--- src/inc/upsi_pkg.sv ---
// shared constants for the usb power state indicator block
package upsi_pkg;
    // register byte offsets
    localparam logic [7:0] UPSI_CTRL_OFS = 8'h00;
    localparam logic [7:0] UPSI_OTP_OFS = 8'h04;
    localparam logic [7:0] UPSI_IDS_OFS = 8'h08;
    localparam logic [7:0] UPSI_STATUS_OFS = 8'h0c;
    localparam logic [7:0] UPSI_EPINFO_OFS = 8'h10;
    // ctrl fields
    localparam int UPSI_CTRL_SUSP_BIT = 0;
    localparam int UPSI_CTRL_CONF_BIT = 1;
    localparam int UPSI_CTRL_MAXP_LSB = 8;
    // otp fields
    localparam int UPSI_OTP_POLHI_BIT = 0;
    localparam int UPSI_OTP_SENSE_BIT = 1;
    localparam int UPSI_OTP_SELFP_BIT = 2;
    localparam int UPSI_OTP_VIDW_BIT = 3;
    localparam int UPSI_OTP_PIDW_BIT = 4;
    // reset values and the one unit load threshold
    localparam logic [7:0] UPSI_MAXP_RST = 8'h32;
    localparam logic [7:0] UPSI_UNIT_LOAD = 8'h32;
    localparam logic [15:0] UPSI_ID_RST = 16'h0000;
    // endpoint summary: fs usb 2.0, 1 config, 2 ifaces, ep0/int/bin/bout
    localparam logic [31:0] UPSI_EPINFO = 32'h0200_1214;
    // axi responses
    localparam logic [1:0] UPSI_RESP_OKAY = 2'b00;
    localparam logic [1:0] UPSI_RESP_SLVERR = 2'b10;
endpackage

--- src/hw/upsi_top.sv ---
// usb power state indicator with axi4-lite register slave
// Functional notes
// - low power class: assert only when suspended
// - high power class: suspended or unconfigured asserts
// - deassert when full current is allowed
// - default active low, otp selects high
// - self powered: drop pull-up without supply
// - supply sense ignored unless enabled, self powered
// - full-speed usb 2.0 function
// - ep0, one config, two interfaces, three endpoints
// - default vendor code, otp override
// - default product code, otp override
`timescale 1ns/100ps
`default_nettype none
module upsi_top
    import upsi_pkg::*;
#(
    parameter logic [15:0] DEFAULT_VID = 16'h1234, // arbitrary value
    parameter logic [15:0] DEFAULT_PID = 16'h5679  // arbitrary value
) (
    // clock and reset
    input wire logic mclk,
    input wire logic rst,
    // axi4-lite write address
    input wire logic [7:0] s_axi_awaddr,
    input wire logic s_axi_awvalid,
    output logic s_axi_awready,
    // axi4-lite write data
    input wire logic [31:0] s_axi_wdata,
    input wire logic [3:0] s_axi_wstrb,
    input wire logic s_axi_wvalid,
    output logic s_axi_wready,
    // axi4-lite write response
    output logic [1:0] s_axi_bresp,
    output logic s_axi_bvalid,
    input wire logic s_axi_bready,
    // axi4-lite read address
    input wire logic [7:0] s_axi_araddr,
    input wire logic s_axi_arvalid,
    output logic s_axi_arready,
    // axi4-lite read data
    output logic [31:0] s_axi_rdata,
    output logic [1:0] s_axi_rresp,
    output logic s_axi_rvalid,
    input wire logic s_axi_rready,
    // pins
    input wire logic bus_supply_sense_in,
    output logic power_permission_out,
    output logic usb_data_positive_pullup
);
    // control register fields
    logic suspended; // usb function suspended
    logic configured; // host has configured device
    logic [7:0] maxPower; // requested max power, 2 ma units
    // otp option register
    logic [4:0] otpOpts;
    // stored identity codes
    logic [15:0] storedVid;
    logic [15:0] storedPid;
    // block outputs
    logic lowPowerActive;
    logic [15:0] vendorId;
    logic [15:0] productId;
    // write channel holding
    logic awHeld;
    logic wHeld;
    logic [7:0] awAddr;
    logic [31:0] wData;
    logic [3:0] wStrb;
    // current word at the write address, and that word after the write
    logic [31:0] curWord;
    logic [31:0] newWord;
    // read holding
    logic [31:0] next_rdata;
    logic [1:0] next_rresp;

    // byte-lane merge of a write into a word
    function automatic logic [31:0] merge(input logic [31:0] old,
                                          input logic [31:0] dat,
                                          input logic [3:0] strb);
        logic [31:0] res;
        res = old;
        for (int i = 0; i < 4; i++) begin
            if (strb[i]) begin
                res[i*8 +: 8] = dat[i*8 +: 8];
            end
        end
        return res;
    endfunction

    // present contents of the addressed writable register
    always_comb begin
        curWord = 32'h0000_0000;
        case (awAddr[7:2])
            UPSI_CTRL_OFS[7:2]: begin
                curWord = {16'h0000, maxPower, 6'h00, configured, suspended};
            end
            UPSI_OTP_OFS[7:2]: begin
                curWord = {27'h0, otpOpts};
            end
            UPSI_IDS_OFS[7:2]: begin
                curWord = {storedPid, storedVid};
            end
            default: begin
                curWord = 32'h0000_0000;
            end
        endcase
        newWord = merge(curWord, wData, wStrb);
    end

    // address and data accepted independently, one write at a time
    assign s_axi_awready = ~awHeld & ~s_axi_bvalid;
    assign s_axi_wready = ~wHeld & ~s_axi_bvalid;
    assign s_axi_arready = ~s_axi_rvalid;

    // capture write address
    always_ff @(posedge mclk) begin
        if (rst) begin
            awHeld <= 1'b0;
            awAddr <= 8'h00;
        end else if (s_axi_awvalid & s_axi_awready) begin
            awHeld <= 1'b1;
            awAddr <= s_axi_awaddr;
        end else if (awHeld & wHeld) begin
            awHeld <= 1'b0;
        end
    end

    // capture write data
    always_ff @(posedge mclk) begin
        if (rst) begin
            wHeld <= 1'b0;
            wData <= 32'h0000_0000;
            wStrb <= 4'h0;
        end else if (s_axi_wvalid & s_axi_wready) begin
            wHeld <= 1'b1;
            wData <= s_axi_wdata;
            wStrb <= s_axi_wstrb;
        end else if (awHeld & wHeld) begin
            wHeld <= 1'b0;
        end
    end

    // register update and write response
    always_ff @(posedge mclk) begin
        if (rst) begin
            suspended <= 1'b0;
            configured <= 1'b0;
            maxPower <= UPSI_MAXP_RST;
            otpOpts <= 5'h00;
            storedVid <= UPSI_ID_RST;
            storedPid <= UPSI_ID_RST;
            s_axi_bvalid <= 1'b0;
            s_axi_bresp <= UPSI_RESP_OKAY;
        end else begin
            if (s_axi_bvalid & s_axi_bready) begin
                s_axi_bvalid <= 1'b0;
            end
            if (awHeld & wHeld) begin
                s_axi_bvalid <= 1'b1;
                s_axi_bresp <= UPSI_RESP_OKAY;
                case (awAddr[7:2])
                    UPSI_CTRL_OFS[7:2]: begin
                        {maxPower, configured, suspended} <=
                            {newWord[15:8], newWord[1:0]};
                    end
                    UPSI_OTP_OFS[7:2]: begin
                        otpOpts <= newWord[4:0];
                    end
                    UPSI_IDS_OFS[7:2]: begin
                        {storedPid, storedVid} <= newWord;
                    end
                    default: begin
                        s_axi_bresp <= UPSI_RESP_SLVERR;
                    end
                endcase
            end
        end
    end

    // read decode
    always_comb begin
        next_rdata = 32'h0000_0000;
        next_rresp = UPSI_RESP_OKAY;
        case (s_axi_araddr[7:2])
            UPSI_CTRL_OFS[7:2]: begin
                next_rdata = {16'h0000, maxPower, 6'h00, configured,
                              suspended};
            end
            UPSI_OTP_OFS[7:2]: begin
                next_rdata = {27'h0, otpOpts};
            end
            UPSI_IDS_OFS[7:2]: begin
                next_rdata = {productId, vendorId};
            end
            UPSI_STATUS_OFS[7:2]: begin
                next_rdata = {29'h0, usb_data_positive_pullup,
                              power_permission_out, lowPowerActive};
            end
            UPSI_EPINFO_OFS[7:2]: begin
                next_rdata = UPSI_EPINFO;
            end
            default: begin
                next_rresp = UPSI_RESP_SLVERR;
            end
        endcase
    end

    // read response register
    always_ff @(posedge mclk) begin
        if (rst) begin
            s_axi_rvalid <= 1'b0;
            s_axi_rdata <= 32'h0000_0000;
            s_axi_rresp <= UPSI_RESP_OKAY;
        end else if (s_axi_arvalid & s_axi_arready) begin
            s_axi_rvalid <= 1'b1;
            s_axi_rdata <= next_rdata;
            s_axi_rresp <= next_rresp;
        end else if (s_axi_rready) begin
            s_axi_rvalid <= 1'b0;
        end
    end

    // power permission and pull-up decision
    upsi_power_logic u_power (
        .mclk(mclk),
        .rst(rst),
        .suspended(suspended),
        .configured(configured),
        .maxPower(maxPower),
        .polarityHigh(otpOpts[UPSI_OTP_POLHI_BIT]),
        .senseEnable(otpOpts[UPSI_OTP_SENSE_BIT]),
        .selfPowered(otpOpts[UPSI_OTP_SELFP_BIT]),
        .bus_supply_sense_in(bus_supply_sense_in),
        .power_permission_out(power_permission_out),
        .pullupEnable(usb_data_positive_pullup),
        .lowPowerActive(lowPowerActive)
    );

    // identity code choice
    upsi_id_select #(
        .DEFAULT_VID(DEFAULT_VID),
        .DEFAULT_PID(DEFAULT_PID)
    ) u_ids (
        .mclk(mclk),
        .rst(rst),
        .vidWritten(otpOpts[UPSI_OTP_VIDW_BIT]),
        .pidWritten(otpOpts[UPSI_OTP_PIDW_BIT]),
        .storedVid(storedVid),
        .storedPid(storedPid),
        .vendorId(vendorId),
        .productId(productId)
    );
endmodule
`default_nettype wire

--- src/hw/upsi_power_logic.sv ---
// power permission level and data line pull-up decision
`timescale 1ns/100ps
`default_nettype none
module upsi_power_logic
    import upsi_pkg::*;
(
    // clock and reset
    input wire logic mclk,
    input wire logic rst,
    // usb function state
    input wire logic suspended,
    input wire logic configured,
    input wire logic [7:0] maxPower,
    // options
    input wire logic polarityHigh,
    input wire logic senseEnable,
    input wire logic selfPowered,
    input wire logic bus_supply_sense_in,
    // results
    output logic power_permission_out,
    output logic pullupEnable,
    output logic lowPowerActive
);
    // high power class when request exceeds one unit load
    logic highPower;
    logic next_power_permission_out;
    assign highPower = maxPower > UPSI_UNIT_LOAD;

    // asserting condition per power class
    always_comb begin
        if (highPower) begin
            next_power_permission_out = suspended | ~configured;
        end else begin
            next_power_permission_out = suspended;
        end
    end

    // one-clock registered level, polarity applied
    always_ff @(posedge mclk) begin
        if (rst) begin
            lowPowerActive <= 1'b1;
            power_permission_out <= 1'b0;
        end else begin
            lowPowerActive <= next_power_permission_out;
            power_permission_out <= polarityHigh ? next_power_permission_out
                                                 : ~next_power_permission_out;
        end
    end

    // pull-up gated by supply sense only when self powered and enabled
    always_ff @(posedge mclk) begin
        if (rst) begin
            pullupEnable <= 1'b0;
        end else begin
            pullupEnable <= ~(selfPowered & senseEnable
                              & ~bus_supply_sense_in);
        end
    end
endmodule
`default_nettype wire

--- src/hw/upsi_id_select.sv ---
// chooses reported vendor and product codes
`timescale 1ns/100ps
`default_nettype none
module upsi_id_select
    import upsi_pkg::*;
#(
    parameter logic [15:0] DEFAULT_VID = 16'h1234, // arbitrary value
    parameter logic [15:0] DEFAULT_PID = 16'h5679  // arbitrary value
) (
    // clock and reset
    input wire logic mclk,
    input wire logic rst,
    // stored codes
    input wire logic vidWritten,
    input wire logic pidWritten,
    input wire logic [15:0] storedVid,
    input wire logic [15:0] storedPid,
    // reported codes
    output logic [15:0] vendorId,
    output logic [15:0] productId
);
    // registered selection of default or stored code
    always_ff @(posedge mclk) begin
        if (rst) begin
            vendorId <= DEFAULT_VID;
            productId <= DEFAULT_PID;
        end else begin
            vendorId <= vidWritten ? storedVid : DEFAULT_VID;
            productId <= pidWritten ? storedPid : DEFAULT_PID;
        end
    end
endmodule
`default_nettype wire

--- config.mk ---
export PLATFORM = sky130hd
export DESIGN_NAME = upsi_top
export DESIGN_NICKNAME = d
export VERILOG_FILES = /design/src/inc/upsi_pkg.sv /design/src/hw/upsi_top.sv /design/src/hw/upsi_power_logic.sv /design/src/hw/upsi_id_select.sv
export SDC_FILE = /design/constraint.sdc
export NUM_CORES = 1
export LEC_CHECK = 0
export BUFFER_PORTS_ARGS = -buffer_cell sky130_fd_sc_hd__clkbuf_2
export CAP_MARGIN = 10
export CORE_MARGIN = 5
export CORE_UTILIZATION = 47
export CTS_CLUSTER_SIZE = 8
export DETAILED_ROUTE_END_ITERATION = 8
export PLACE_DENSITY = 0.69
export SLEW_MARGIN = 20
export SYNTH_ARGS = -nofsm -noshare
export SYNTH_HDL_FRONTEND = slang
export SYNTH_HIERARCHICAL = 1
export SYNTH_SLANG_ARGS = --single-unit
--- constraint.sdc ---
create_clock -name mclk -period 2.5 [get_ports mclk]
set_input_delay 0.125 -clock mclk [delete_from_list [all_inputs] [get_ports mclk]]
set_output_delay 0.125 -clock mclk [all_outputs]
set_load 0.01 [all_outputs]
Word-level counts from Yosys, hierarchy flattened --
Index checks and enable logic that the tools add are counted.
Operators by class: magnitude comparators 1, equality and inequality tests 9, muxes and demuxes 17, bitwise operators 20, reduce and logical (&&, ||, !) cells 16
Operators by type and width (number):
- 32-bit case mux with 5 select lines | 1
- 32-bit case mux with 2 select lines | 1
- 8-bit 2-to-1 mux | 4
- 6-bit by 2-bit == test with 1-bit output (second input constant) | 3
- 6-bit by 1-bit == test with 1-bit output (second input constant) | 2
- 6-bit zero test | 2
- 1-bit NOT | 10
- 1-bit bitwise AND | 9
- 1-bit 2-to-1 mux | 9
- 3-bit AND reduction | 3
- 8-bit by 6-bit > comparator with 1-bit output (second input constant) | 1
- 2-bit nonzero test | 4
- 6-bit by 3-bit == test with 1-bit output (second input constant) | 1
- 2-bit inequality test (second input constant) | 3
- 2-bit AND reduction | 3
- 5-bit OR reduction | 1
- 2-bit 2-to-1 mux | 2
- 2-bit OR reduction | 2
- 3-bit OR reduction | 1
- 1-bit OR | 1
Storage, ports and cells: register bits 166, bits of input ports 60, output and inout bits 43, word-level logic and storage cells 86

Longest topological paths before layout --
depth after elaboration 5, gate-level depth with buffers 6, mapped depth without buffers 4

By module --
The synthesis kept the hierarchy.
By module, submodules not included:
- upsi_top | times used 1, cells an instance 592, area an instance 5163.7 sq um
- upsi_id_select | times used 1, cells an instance 69, area an instance 970.9 sq um
- upsi_power_logic | times used 1, cells an instance 14, area an instance 133.9 sq um

Worst setup path after synthesis --
Ideal clock, no wire load.
kind register -> register, start register awAddr[7], end register maxPower[1], setup time 0.127 ns, arrival 1.727 ns, data required time 2.373 ns, path slack 0.647 ns, cell stages (with the launch flop) 7, path buffers 2, clock period less this slack 1.853 ns, cell sequence dfxtp_1 or4_4 buf_6 or3_1 buf_6 a21oi_2 o31ai_2
On the way: longest elaborated chain between the ends 3, elaborated cells between the ends (all ways) 6
Ends and longest elaborated chain:
- from (decl) | line upsi_top.sv:67 | logic [7:0] awAddr;
- from (signal assigned) | line upsi_top.sv:123 | awAddr <= s_axi_awaddr;
- 6-bit by 2-bit == test with 1-bit output / 6-bit by 1-bit == test with 1-bit output (equally long branches) | line upsi_top.sv:94 | case (awAddr[7:2])
- 32-bit case mux with 2 select lines | line upsi_top.sv:94
- 8-bit 2-to-1 mux | line upsi_top.sv:84 | if (strb[i]) begin
- to (signal assigned) | line upsi_top.sv:164 | {maxPower, configured, suspended} <=
- to (decl) | line upsi_top.sv:54 | logic [7:0] maxPower;
Several ways; a longest one is shown, not always the timed one. The select of a mux whose other input is x is not followed. A chain may end at the register's enable or synchronous reset.

Final worst setup path --
start register awAddr[7], end register storedVid[12]
On the way: longest elaborated chain between the ends 3, elaborated cells between the ends (all ways) 5
Ends and longest elaborated chain:
- 6-bit by 2-bit == test with 1-bit output / 6-bit by 1-bit == test with 1-bit output (equally long branches) | line upsi_top.sv:94, upsi_top.sv:162
- 32-bit case mux with 2 select lines | line upsi_top.sv:94
- 8-bit 2-to-1 mux | line upsi_top.sv:84
- to (signal assigned) | line upsi_top.sv:171 | {storedPid, storedVid} <= newWord;
- to (decl) | line upsi_top.sv:58 | logic [15:0] storedVid;
Several ways; a longest one is shown, not always the timed one. The select of a mux whose other input is x is not followed.

==> metrics.csv <==
stage;metric;value;unit
sta;Rel. slew slack;59.7;%
yosys;Synth Instances;675;
drt;Post-Route WL;14.3;mm
yosys;synthesized cell area;6270;µm²
sta;Worst-Margin Slew;603;ps
clocking;postcts setup bufs;0;
setup_path;Worst EP required;2810;ps
clocking;Gates resized, CTS repair;0;
clocking;total CTS buffers;17;
cells_and_area;commonest non-fill, non-tap cells in the layout;dfxtp_1 (162), nand2_1 (120), clkbuf_2 (95);
cells_and_area;antenna cells;0;
floorplan;CORE AREA;13100;µm²
pwr;overall power;5.58;mW
setup_path;Setup crit end kind;flip-flop;
setup_path;delay-heaviest family, CP;simple AND/OR/NAND/NOR gates;
setup_path;CP max stage cell;or4_4;
yosys;synth top area cells;dfxtp_1 (52%), nand2_1 (7.2%), a21oi_1 (6.1%);
outcome;status;complete, no violations;
setup_path;max incr delay on CP;650;ps
drt;number of DRC markers in iteration 0;442;
grt;vias in the first global route;4884;
sta;fin crit period;2100;ps
clocking;Num Clock Sinks;162;
clocking;Clock Tree Buf Depth;2;
yosys;Synth Flop Type;dfxtp_1;
sta;fmax;475;MHz
grt;initial antenna violation count;0;
yosys;Avg Cell Area, Syn;9.29;µm²
yosys;async set or reset register ratio after synthesis;0;%
sta;Final TNS setup;0;ps
yosys;leading area contributor after synthesis;dfxtp_1;
clocking;CTS tree;yes;
sta;Setup Skew;5.18;ps
floorplan;I/O Pins;103;
grt;global-route wire length before repair;23.9;mm
setup_path;Worst Path Buf+Inv;0;
yosys;sequential share of the synthesized area;51.7;%
sta;Period Utilization, post-route;84.2;%
floorplan;Starting Density;47.7;%
pwr;Leakage;3.09;nW
floorplan;die footprint;15700;µm²
drt;Via Count;5157;
drt;DR DRC count;0;
floorplan;# rows;42;
placed_design;Placed Instance Area;6830;µm²
pwr;total power divided by cell area;712;nW/µm²
cells_and_area;register area;3240;µm²
yosys;Synth cell types;55;
placed_design;GPL Wtd Cong;0.830;
clocking;hold-fix buffers at CTS;45;
clocking;H-tree depth;4;
cells_and_area;commonest non-fill, non-tap cell in the layout;dfxtp_1;
cells_and_area;synthesis-to-finish area growth;25.0;%
cells_and_area;area of the multi-input gates;2740;µm²
hold_path;worst hold path type;in2reg;
clocking;clk slew on worst S/H paths;60;ps
sta;pins over their slew limit;0;
cells_and_area;design area;7840;µm²
yosys;Yosys Warn Count;6;
sta;hold slack;23.9;ps
grt;Overall Global Routing Usage;18.4;%
grt;GRT overflow;0;
clocking;clock latency at the later pin of the worst-skew pair;420;ps
setup_path;CP cell instances;or4_4, nor2_2, a221oi_2, o41ai_1;
pwr;Max VDD drop;387;µV
sta;Final setup viols;0;
drt;drt pass-1 iters;6;
placed_design;DP HPWL;9.87;mm
setup_path;maximum fanout along the worst path;12;
placed_design;Port Buffers;96;
cells_and_area;Filler Cell Count;1154;
yosys;Yosys reg bits;162;
sta;RSZ-0062 raised after global routing;no;
drt;via-per-instance ratio;5.25;
cells_and_area;share of post-route cells with drive strength above 1;20.4;%
yosys;number of synthesized flops with an enable pin;0;
setup_path;Worst EP arrival;2420;ps
cells_and_area;Final nets;856;
grt;largest net degree at the start of global routing;87;
drt;DR WL/cell;14.5;µm
sta;Final Hold Fails;0;
yosys;post-synth top area share;51.7;%
setup_path;Crit Path Class;reg2reg;
floorplan;chip height;125;µm
setup_path;CP startpoint kind;flip-flop;
floorplan;Die Span X;125;µm
job;max cap viols;0;
clocking;Clock Tree Root;clkbuf_16;
drt;DRT antenna net count;0;
## kinds of logic after synthesis
family	synth area share, %
compound gates	17.3
flops	51.7
other cells	0.0598
mux	3.99
simple gates	22.2
buf+inv	4.73
## synthesized netlist by cell type (all sizes together), types with 5 or more instances
library cell,count
and3b,18
nand2,120
clkbuf,31
o21ai,20
a22o,18
inv,16
a31o,6
nor2b,12
nor3,9
nand3b,14
nand2b,8
a21oi,79
or3b,15
nor3b,6
mux2i,19
and2,5
buf,17
o31ai,6
nand3,21
a221oi,8
nor2,23
dfxtp,162
## worst min-delay path, stage by stage
cell,delay (ps)
clkbuf_2,120
nor2_1,90
a211oi_1,50
## registers in the layout, summed over array words and instances, names as in the netlist
register	count
s_axi_rdata	32
wData	32
storedPid	16
storedVid	16
u_ids/productId	16
u_ids/vendorId	16
maxPower	8
awAddr	6
otpOpts	5
wStrb	4
awHeld	1
configured	1
s_axi_bresp	1
s_axi_bvalid	1
s_axi_rresp	1
s_axi_rvalid	1
suspended	1
u_power/lowPowerActive	1
u_power/power_permission_out	1
u_power/pullupEnable	1
wHeld	1
## layer usage
layer / vias up / wire, µm / GRT usage (%)
li1: 2613 / - / -
met1: 2327 / 6790 / 26.0
met2: 191 / 6180 / 26.9
met3: 26 / 977 / 4.56
met4: 0 / 327 / 7.59
met5: - / 0 / 0
## report_power, final
| part | internal (mW) | leakage (nW) | switching (mW) |
|---|---|---|---|
| Clock | 1.38 | 0.261 | 1.05 |
| Combinational | 0.201 | 1.51 | 0.258 |
| Sequential | 2.64 | 1.31 | 0.0547 |
## area by class of cell
cell class	count	share of cell area, %
flip-flops and latches	162	41.4
multi-input cells	450	35.0
repair buffers	149	13.0
clock buffers	17	5.43
well taps	176	2.81
clock inverters	13	1.64
inverters	16	0.767
## final timing paths
kind | startpoint | to | slack [ps] | cells past startpoint
max | awAddr[7] | storedVid[12] | 400 | 4
min | s_axi_arvalid | s_axi_rvalid | 20 | 3
max reg2reg | awAddr[7] | storedVid[12] | 400 | 4
min reg2reg | u_ids/productId[12] | s_axi_rdata[28] | 440 | 1
## through the flow
step                      utilization (%)  std cells  setup WS, ps
after floorplan                         -        676           647
after global placement               52.0        908           462
after detailed placement             52.0        908           401
after CTS                            59.6        983           388
after global routing                 59.6        983           288
final                                59.6        983           396
Power figures use the tool's default switching activity.
